$ cat src/core/status_event_map.vh
// status event register bank: query codes, bit positions, widths
// assumes inclusion by core/status_event_registers.v only
`ifndef STATUS_EVENT_MAP_VH
`define STATUS_EVENT_MAP_VH

// query selector codes
`define QSEL_ACQ          2'h0
`define QSEL_INTEG        2'h1
`define QSEL_OUTPUT       2'h2

// register width and reset value
`define EVT_W             16
`define EVT_RESET         16'h0000

// acquisition register bits
`define ACQ_OVERFLOW_BIT  3
`define ACQ_PTT_BIT       4
`define ACQ_AVAIL_BIT     5
`define ACQ_AVGDONE_BIT   9

// integrity register bits
`define INT_CAL_BIT       8

// output register bits
`define OUT_LIMIT_BIT     3
`define OUT_TRIP_BIT      4
`define OUT_HEAT_BIT      5
`define OUT_OVLD_BIT      6

// decimal answer: five bcd digits
`define DEC_DIGITS        5
`define DEC_W             20
`define CONV_CNT_W        5
`define CONV_STEPS        5'h10

`endif

$ cat src/core/status_event_registers.v
// status event register bank: three read-clear event registers,
// answered as a decimal (bcd) value after a query and talk address.
// assumes event inputs are single-cycle or level signals on core_clk
// from internal logic; query and talk strobes come from the host decoder.
//
// Function
// - Three event registers exist, each read by its own query code.
// - After query then talk, the register value is returned in decimal digits.
// - A read clears every flag of the register read, except a flag whose set event is active in that cycle, as output bit 3 is while current limiting persists.
// - Acquisition bit 3 sets on a reading beyond the measurement range.
// - Acquisition bit 4 sets when an expected current pulse is missed.
// - Acquisition bit 5 sets when a reading is taken and processed.
// - Acquisition bit 9 sets when the averaging count has been collected.
// - Integrity bit 8 sets on an invalid calibration constant at power-up.
// - Integrity bit 8 clears when a calibration completes successfully.
// - Output bit 3 follows current limiting, set while limiting, clear after.
// - Output bit 4 sets on a limit trip and clears when output is re-enabled.
// - Output bit 5 sets on heat-sink shutdown and clears on re-enable.
// - Output bit 6 sets on an overload shutdown only; heat-sink shutdown sets bit 5.
// - Bits with no event always read as zero.
`timescale 1ns/100ps
`include "status_event_map.vh"

module status_event_registers (
  // clock and reset
  input  wire                core_clk,
  input  wire                rstn,
  // acquisition events
  input  wire                reading_overflow,
  input  wire                pulse_trigger_timeout,
  input  wire                reading_available,
  input  wire                average_count_done,
  // integrity events
  input  wire                cal_invalid_at_powerup,
  input  wire                cal_success,
  // output events
  input  wire                current_limiting,
  input  wire                limit_trip_off,
  input  wire                heat_sink_shutdown,
  input  wire                overload_shutdown,
  input  wire                output_reenable,
  // host query
  input  wire                query_valid,
  input  wire [1:0]          query_sel,
  input  wire                talk,
  // answer
  output reg                 answer_valid,
  output reg  [`DEC_W-1:0]   answer_bcd,
  output reg  [`EVT_W-1:0]   answer_bin,
  output reg                 query_bad
);

  reg  [`EVT_W-1:0]      acq_v;
  reg  [`EVT_W-1:0]      integ_v;
  reg  [`EVT_W-1:0]      outp_v;
  wire                   ovf_q;
  wire                   ptt_q;
  wire                   avail_q;
  wire                   avgdone_q;
  wire                   cal_q;
  wire                   limit_q;
  wire                   trip_q;
  wire                   heat_q;
  wire                   ovld_q;
  wire                   rd_acq;
  wire                   rd_integ;
  wire                   rd_outp;
  reg                    pend_q;
  reg  [1:0]             sel_q;
  reg                    conv_q;
  reg  [`CONV_CNT_W-1:0] cnt_q;
  reg  [`EVT_W-1:0]      shf_q;
  reg  [`DEC_W-1:0]      bcd_q;
  reg  [`DEC_W-1:0]      bcd_adj;
  reg  [`EVT_W-1:0]      snap;
  wire                   rd_go;
  integer                i;

  // read taken on talk while a query is pending, never beside a new query
  assign rd_go    = pend_q & talk & ~conv_q & ~query_valid;
  assign rd_acq   = rd_go & (sel_q == `QSEL_ACQ);
  assign rd_integ = rd_go & (sel_q == `QSEL_INTEG);
  assign rd_outp  = rd_go & (sel_q == `QSEL_OUTPUT);

  // selected register snapshot
  always @* begin
    case (sel_q)
      `QSEL_ACQ:    snap = acq_v;
      `QSEL_INTEG:  snap = integ_v;
      `QSEL_OUTPUT: snap = outp_v;
      default:      snap = `EVT_RESET;
    endcase
  end

  // acquisition flags
  // reading overflow
  event_flag_bit #(.CLEAR_WINS(0)) ovf_i (
    .core_clk (core_clk),
    .rstn     (rstn),
    .set_ev   (reading_overflow),
    .clr_ev   (1'b0),
    .rd_clr   (rd_acq),
    .flag_q   (ovf_q)
  );

  // missed current pulse
  event_flag_bit #(.CLEAR_WINS(0)) ptt_i (
    .core_clk (core_clk),
    .rstn     (rstn),
    .set_ev   (pulse_trigger_timeout),
    .clr_ev   (1'b0),
    .rd_clr   (rd_acq),
    .flag_q   (ptt_q)
  );

  // reading taken and processed
  event_flag_bit #(.CLEAR_WINS(0)) avail_i (
    .core_clk (core_clk),
    .rstn     (rstn),
    .set_ev   (reading_available),
    .clr_ev   (1'b0),
    .rd_clr   (rd_acq),
    .flag_q   (avail_q)
  );

  // averaging count collected
  event_flag_bit #(.CLEAR_WINS(0)) avgdone_i (
    .core_clk (core_clk),
    .rstn     (rstn),
    .set_ev   (average_count_done),
    .clr_ev   (1'b0),
    .rd_clr   (rd_acq),
    .flag_q   (avgdone_q)
  );

  // integrity flags
  // invalid calibration, cleared by a good calibration
  event_flag_bit #(.CLEAR_WINS(1)) cal_i (
    .core_clk (core_clk),
    .rstn     (rstn),
    .set_ev   (cal_invalid_at_powerup),
    .clr_ev   (cal_success),
    .rd_clr   (rd_integ),
    .flag_q   (cal_q)
  );

  // output flags
  // live follower of current limiting
  event_flag_bit #(.CLEAR_WINS(0)) limit_i (
    .core_clk (core_clk),
    .rstn     (rstn),
    .set_ev   (current_limiting),
    .clr_ev   (~current_limiting),
    .rd_clr   (rd_outp),
    .flag_q   (limit_q)
  );

  // limit trip, cleared on re-enable
  event_flag_bit #(.CLEAR_WINS(1)) trip_i (
    .core_clk (core_clk),
    .rstn     (rstn),
    .set_ev   (limit_trip_off),
    .clr_ev   (output_reenable),
    .rd_clr   (rd_outp),
    .flag_q   (trip_q)
  );

  // heat-sink shutdown, cleared on re-enable
  event_flag_bit #(.CLEAR_WINS(1)) heat_i (
    .core_clk (core_clk),
    .rstn     (rstn),
    .set_ev   (heat_sink_shutdown),
    .clr_ev   (output_reenable),
    .rd_clr   (rd_outp),
    .flag_q   (heat_q)
  );

  // overload shutdown, cleared by read only
  event_flag_bit #(.CLEAR_WINS(0)) ovld_i (
    .core_clk (core_clk),
    .rstn     (rstn),
    .set_ev   (overload_shutdown),
    .clr_ev   (1'b0),
    .rd_clr   (rd_outp),
    .flag_q   (ovld_q)
  );

  // register images, unassigned bits held at zero
  always @* begin
    acq_v                    = `EVT_RESET;
    acq_v[`ACQ_OVERFLOW_BIT] = ovf_q;
    acq_v[`ACQ_PTT_BIT]      = ptt_q;
    acq_v[`ACQ_AVAIL_BIT]    = avail_q;
    acq_v[`ACQ_AVGDONE_BIT]  = avgdone_q;
    integ_v                  = `EVT_RESET;
    integ_v[`INT_CAL_BIT]    = cal_q;
    outp_v                   = `EVT_RESET;
    outp_v[`OUT_LIMIT_BIT]   = limit_q;
    outp_v[`OUT_TRIP_BIT]    = trip_q;
    outp_v[`OUT_HEAT_BIT]    = heat_q;
    outp_v[`OUT_OVLD_BIT]    = ovld_q;
  end

  // double dabble add-3 step on bcd digits
  always @* begin
    bcd_adj = bcd_q;
    for (i = 0; i < `DEC_DIGITS; i = i + 1) begin
      if (bcd_q[i*4 +: 4] > 4'h4) begin
        bcd_adj[i*4 +: 4] = bcd_q[i*4 +: 4] + 4'h3;
      end
    end
  end

  // query capture, decimal conversion and answer
  always @(posedge core_clk or negedge rstn) begin
    if (!rstn) begin
      pend_q       <= 1'b0;
      sel_q        <= `QSEL_ACQ;
      conv_q       <= 1'b0;
      cnt_q        <= {`CONV_CNT_W{1'b0}};
      shf_q        <= `EVT_RESET;
      bcd_q        <= {`DEC_W{1'b0}};
      answer_valid <= 1'b0;
      answer_bcd   <= {`DEC_W{1'b0}};
      answer_bin   <= `EVT_RESET;
      query_bad    <= 1'b0;
    end else begin
      answer_valid <= 1'b0;
      query_bad    <= 1'b0;
      if (query_valid && !conv_q) begin
        if (query_sel == `QSEL_ACQ || query_sel == `QSEL_INTEG ||
            query_sel == `QSEL_OUTPUT) begin
          pend_q <= 1'b1;
          sel_q  <= query_sel;
        end else begin
          pend_q    <= 1'b0;
          query_bad <= 1'b1;
        end
      end else if (rd_go) begin
        pend_q     <= 1'b0;
        conv_q     <= 1'b1;
        cnt_q      <= {`CONV_CNT_W{1'b0}};
        shf_q      <= snap;
        bcd_q      <= {`DEC_W{1'b0}};
        answer_bin <= snap;
      end else if (conv_q) begin
        if (cnt_q == `CONV_STEPS) begin
          conv_q       <= 1'b0;
          answer_valid <= 1'b1;
          answer_bcd   <= bcd_q;
        end else begin
          bcd_q <= {bcd_adj[`DEC_W-2:0], shf_q[`EVT_W-1]};
          shf_q <= {shf_q[`EVT_W-2:0], 1'b0};
          cnt_q <= cnt_q + 5'h01;
        end
      end
    end
  end

endmodule

// one event flag: set and clear events, read clear, set wins over read
module event_flag_bit #(
  // clear event wins over a set in the same cycle when non-zero
  parameter CLEAR_WINS = 0
) (
  // clock and reset
  input  wire core_clk,
  input  wire rstn,
  // set, clear and read-clear strobes
  input  wire set_ev,
  input  wire clr_ev,
  input  wire rd_clr,
  // flag
  output reg  flag_q
);

  reg         flag_d;

  // next value: read clear first, then the events
  always @* begin
    flag_d = flag_q;
    if (rd_clr) begin
      flag_d = 1'b0;
    end
    if (CLEAR_WINS != 0 && clr_ev) begin
      flag_d = 1'b0;
    end else if (set_ev) begin
      flag_d = 1'b1;
    end else if (clr_ev) begin
      flag_d = 1'b0;
    end
  end

  // flag register
  always @(posedge core_clk or negedge rstn) begin
    if (!rstn) begin
      flag_q <= 1'b0;
    end else begin
      flag_q <= flag_d;
    end
  end

endmodule

$ cat config.mk
export PLATFORM = sky130hd
export DESIGN_NAME = status_event_registers
export DESIGN_NICKNAME = d
export VERILOG_FILES = /design/src/core/status_event_registers.v
export VERILOG_INCLUDE_DIRS = /design/src /design/src/core
export SDC_FILE = /design/constraint.sdc
export NUM_CORES = 1
export LEC_CHECK = 0
export BUFFER_PORTS_ARGS = -buffer_cell sky130_fd_sc_hd__buf_4
export CAP_MARGIN = 30
export CORE_UTILIZATION = 45
export DETAILED_ROUTE_END_ITERATION = 8
export HOLD_SLACK_MARGIN = 0.08
export PLACE_DENSITY = 0.77
export SYNTH_ARGS = -nofsm -noshare
export SYNTH_HDL_FRONTEND = slang
export SYNTH_SLANG_ARGS = --single-unit
$ cat constraint.sdc
create_clock -name core_clk -period 3.8 [get_ports core_clk]
set_input_delay 0.38 -clock core_clk [delete_from_list [all_inputs] [get_ports core_clk]]
set_output_delay 0.38 -clock core_clk [all_outputs]
set_load 0.02 [all_outputs]
==> impl_summary.txt <==
----------------------------------------------------
[Status]
  Status ... finished clean

[Timing]
  Fin crit share ... 62.7%
  Relative slew slack ... a little under half
  Pin slew with the least headroom to its limit ... between 800 and 900 ps
  Minimum setup slack in the final design ... 1420 ps
  Post-layout minimum cycle time ... 2380 ps
  RSZ-0062 raised after global routing ... no
  Final Hold Vio Count ... 0
  # setup viols final ... 0
  Fmax ... 0.420 GHz
  Max-slew violation count ... 0
  Clock tree skew after final layout ... between 7 and 8 ps
  Total negative setup slack ... 0 ps

[Critical path]
  Number of gates on the worst path with buffers counted ... 4
  Cells along the critical path ... nand4bb_1 > buf_4 > o21ai_2 > o22a_1
  Crit end category ... flop
  Critical Path Source ... conv_q$_DFFE_PN0N_
  Critical path launch point type ... flop
  Worst setup path category ... reg -> reg
  Path depth of the worst reg2reg path ... 4
  Number of buffer and inverter stages on the critical path ... 1
  Source of the worst register-to-register timing path ... conv_q$_DFFE_PN0N_
  Slowest library cell on the worst path ... dfrtp_1
  Maximum fanout along the worst path ... 30
  Largest stage delay on the critical path ... ~870 ps
  CP Data Required Time ... 4040 ps
  Data arrival at the endpoint of the critical path ... 2630 ps
  Kind of cell adding the most delay to the critical path ... flip-flops

[Pwr]
  Pint ... about 2.2 mW
  Switching part of the total power ... 37.9%
  Worst voltage drop across the vdd grid ... 348 uV
  Clk pwr share ... 21.5%
  Power per cell area ... 813 nW/um2
  Leak Pwr ... 2.01 nW
  Share of total power in sequential cells ... 41.4%
  Psw ... between 1 and 1.5 mW
  Overall power after layout ... 3.49 mW
  Combinational cell fraction of total power ... 37.1%

[Hold path]
  Start point of the worst hold path ... current_limiting
  Cells on Worst Hold Path ... 1
  Worst hold path class ... in -> reg

[Floorplan]
  Die X-Extent ... 92.4 um
  Area inside the core boundary ... 7810 um2
  Num ports ... 55
  Initial Util ... a little under half
  Total die area ... roughly 8500 um2
  Num rows ... 32
  DIE HEIGHT ... 92.4 um

[Drt]
  Iteration-0 DRC count of the detailed router ... 196
  Drc violations ... 0
  Number of nets with antenna violations after detailed routing ... 0
  Wirelength per Cell ... around 15 um
  Via density ... ~5.6
  Detailed-route via count ... ~2800
  Total detailed-routing wirelength ... 7330 um
  Number of search-and-repair iterations in the first detailed-routing pass ... 4

[Synthesis]
  Yosys warning count ... 0
  Area share of the largest cell type after synthesis ... 53.7%
  Most area-consuming cells after synthesis ... dfrtp_1, o21ai_0, o211ai_1
  Area of the mapped netlist ... around 3700 um2
  Post-synthesis cell count ... 356
  Number of library cell types mapped by synthesis ... 38
  Largest area contributor in the synthesized netlist ... dfrtp_1
  Post-Synthesis Mean Instance Area ... 10.3 um2
  Sequential fraction of the synthesis area ... 53.7%
  #FFs+latches synth ... 79

[Clock network]
  Clock network latency to the later pin of the worst-skew pair ... 350 ps
  Clock tree from TritonCTS ... built
  Clk Tree Root Cell ... clkbuf_8
  Buffers from clock root to sink, at most ... 2
  Number of buffers inserted by post-CTS setup repair ... 0
  Maximum level of the CTS H-tree ... 3
  Clock transition at the registers of the reported paths ... ~80 ps
  CTS buffer count ... 9
  Clock sinks ... just under 80

[Final layout]
  Multi-input gate area in the final layout ... 1470 um2
  Most frequent cells in the layout ... dfrtp_1, o21ai_0, buf_4
  # diodes ... 0
  Area overhead of the layout relative to synthesis ... 16.6%
  Leading cell type in the layout, fill and taps excluded ... dfrtp_1
  Number of fill cells ... 652
  Final #Nets ... 416
  Area of all sequential standard cells ... 1980 um2
  Finished Layout Cells ... 499
  Proportion of layout cells with a drive suffix above 1 ... a little under a fifth

[Global route]
  First-pass GRT wire length ... 12600 um
  Antenna violations before repair ... 0
  All-layer global routing usage ... a little under a fifth
  Largest net degree at the start of global routing ... 80
  Sum of overflow across all layers after global routing ... 0
  Via count of the first global-routing pass ... 2618

[Place]
  Count of placed standard cells including taps ... 481
  Half-perimeter wire length after detailed placement ... 4680 um
  RePlAce Congestion ... between 0.7 and 0.8
  Setup Slack @ Placement ... 1440 ps
  IO buf count ... 44

[Run]
  MaxCap Viol Count ... 0

----------------------------------------------------
## layout make-up
cell class | instances | share of cell area [%]
clock buffers | 11 | 3.29
clock inverters | 5 | 2.45
inverters | 25 | 2.19
multi-input cells | 228 | 34.1
flip-flops and latches | 79 | 46.1
well taps | 102 | 2.97
repair buffers | 49 | 8.92
## registers in the layout (all words and copies together) (netlist names)
signal / count
ovf_i.flag_q: 1
conv_q: 1
answer_valid: 1
sel_q: 2
ovld_i.flag_q: 1
bcd_q: 20
ptt_i.flag_q: 1
answer_bcd: 20
cnt_q: 5
pend_q: 1
answer_bin: 6
avail_i.flag_q: 1
cal_i.flag_q: 1
limit_i.flag_q: 1
heat_i.flag_q: 1
avgdone_i.flag_q: 1
shf_q: 13
trip_i.flag_q: 1
query_bad: 1
## cell usage after synthesis
| cell type | number |
|---|---|
| o22a_1 | 3 |
| and3_1 | 3 |
| mux2_2 | 5 |
| o211ai_1 | 14 |
| a21oi_1 | 3 |
| a32o_1 | 1 |
| a21o_1 | 9 |
| o21ai_2 | 1 |
| and4bb_2 | 1 |
| o21ai_0 | 51 |
| a31o_2 | 1 |
| buf_6 | 1 |
| nor2b_1 | 5 |
| o21ai_1 | 1 |
| o221ai_2 | 1 |
| nor3_1 | 16 |
| mux2i_1 | 8 |
| buf_4 | 11 |
| nand2b_1 | 4 |
| nor2_1 | 10 |
| o21a_1 | 10 |
| or3_1 | 6 |
| dfrtp_1 | 79 |
| ha_1 | 7 |
| buf_2 | 5 |
| xor2_1 | 2 |
| clkbuf_1 | 16 |
| o31ai_1 | 12 |
| clkinv_1 | 1 |
| a311o_1 | 3 |
| inv_1 | 24 |
| o221ai_1 | 5 |
| o31a_1 | 1 |
| nand3_1 | 12 |
| nand4bb_1 | 2 |
| nand4_1 | 7 |
| conb_1 | 1 |
| nand2_1 | 14 |
## metrics by stage
step | util, % | instance area (um2) | hold slack, ps
3_5_place_dp | 51.4 | 4020 | 466
3_3_place_gp | 51.4 | 4020 | 460
2_1_floorplan | - | 3710 | 84.4
6_report | 55.0 | 4290 | 132
4_1_cts | 54.6 | 4260 | 118
5_1_grt | 55.0 | 4290 | 101
## routing by layer
layer,part of all wire (%),up-vias,track usage (%)
met1,45,1366,24.7
met2,49,82,30.2
li1,-,1330,-
met3,4.9,4,6.16
met5,0,-,0
met4,0.60,0,3.91
## worst paths after layout
kind                                                 to  slack (ps)
max reg2reg                        shf_q[6]$_DFFE_PN0P_        1420
min                            limit_i.flag_q$_DFF_PN0_         130
min reg2reg                avgdone_i.flag_q$_DFFE_PN0P_         480
max in group asynchronous          bcd_q[2]$_DFFE_PN0P_        2700
min in group asynchronous        answer_valid$_DFF_PN0_         520
max                                shf_q[6]$_DFFE_PN0P_        1420
## logic make-up after synthesis
group / count (synthesis) / share of synthesized area (%)
XOR/XNOR: 2 / 0.476
multiplexers: 13 / 3.70
adder cells (fa/ha/maj): 7 / 2.38
buffers and inverters: 58 / 7.41
AO/OA/AOI/OAI: 116 / 20.8
flip-flops: 79 / 53.7
AND/OR/NAND/NOR: 80 / 11.5
other: 1 / 0.102
## repair_timing
action	in CTS	in global routing
hold endpoints to repair	0	34
resized for setup	0	0
hold buffers	0	1
## worst register-to-register path, stage by stage (launching register included)
cell	delay [ps]
dfrtp_1	870
nand4bb_1	560
buf_4	410
o21ai_2	210
o22a_1	230
## power by group through the flow
stage,combinational (mW),sequential (mW),clock (mW)
global placement,1.26,1.44,0
floorplan,0.863,1.48,0
CTS,1.30,1.45,0.768
finish,1.29,1.45,0.752
global route,1.46,1.50,0.806
detailed placement,1.29,1.46,0
Power figures use the tool's default switching activity.
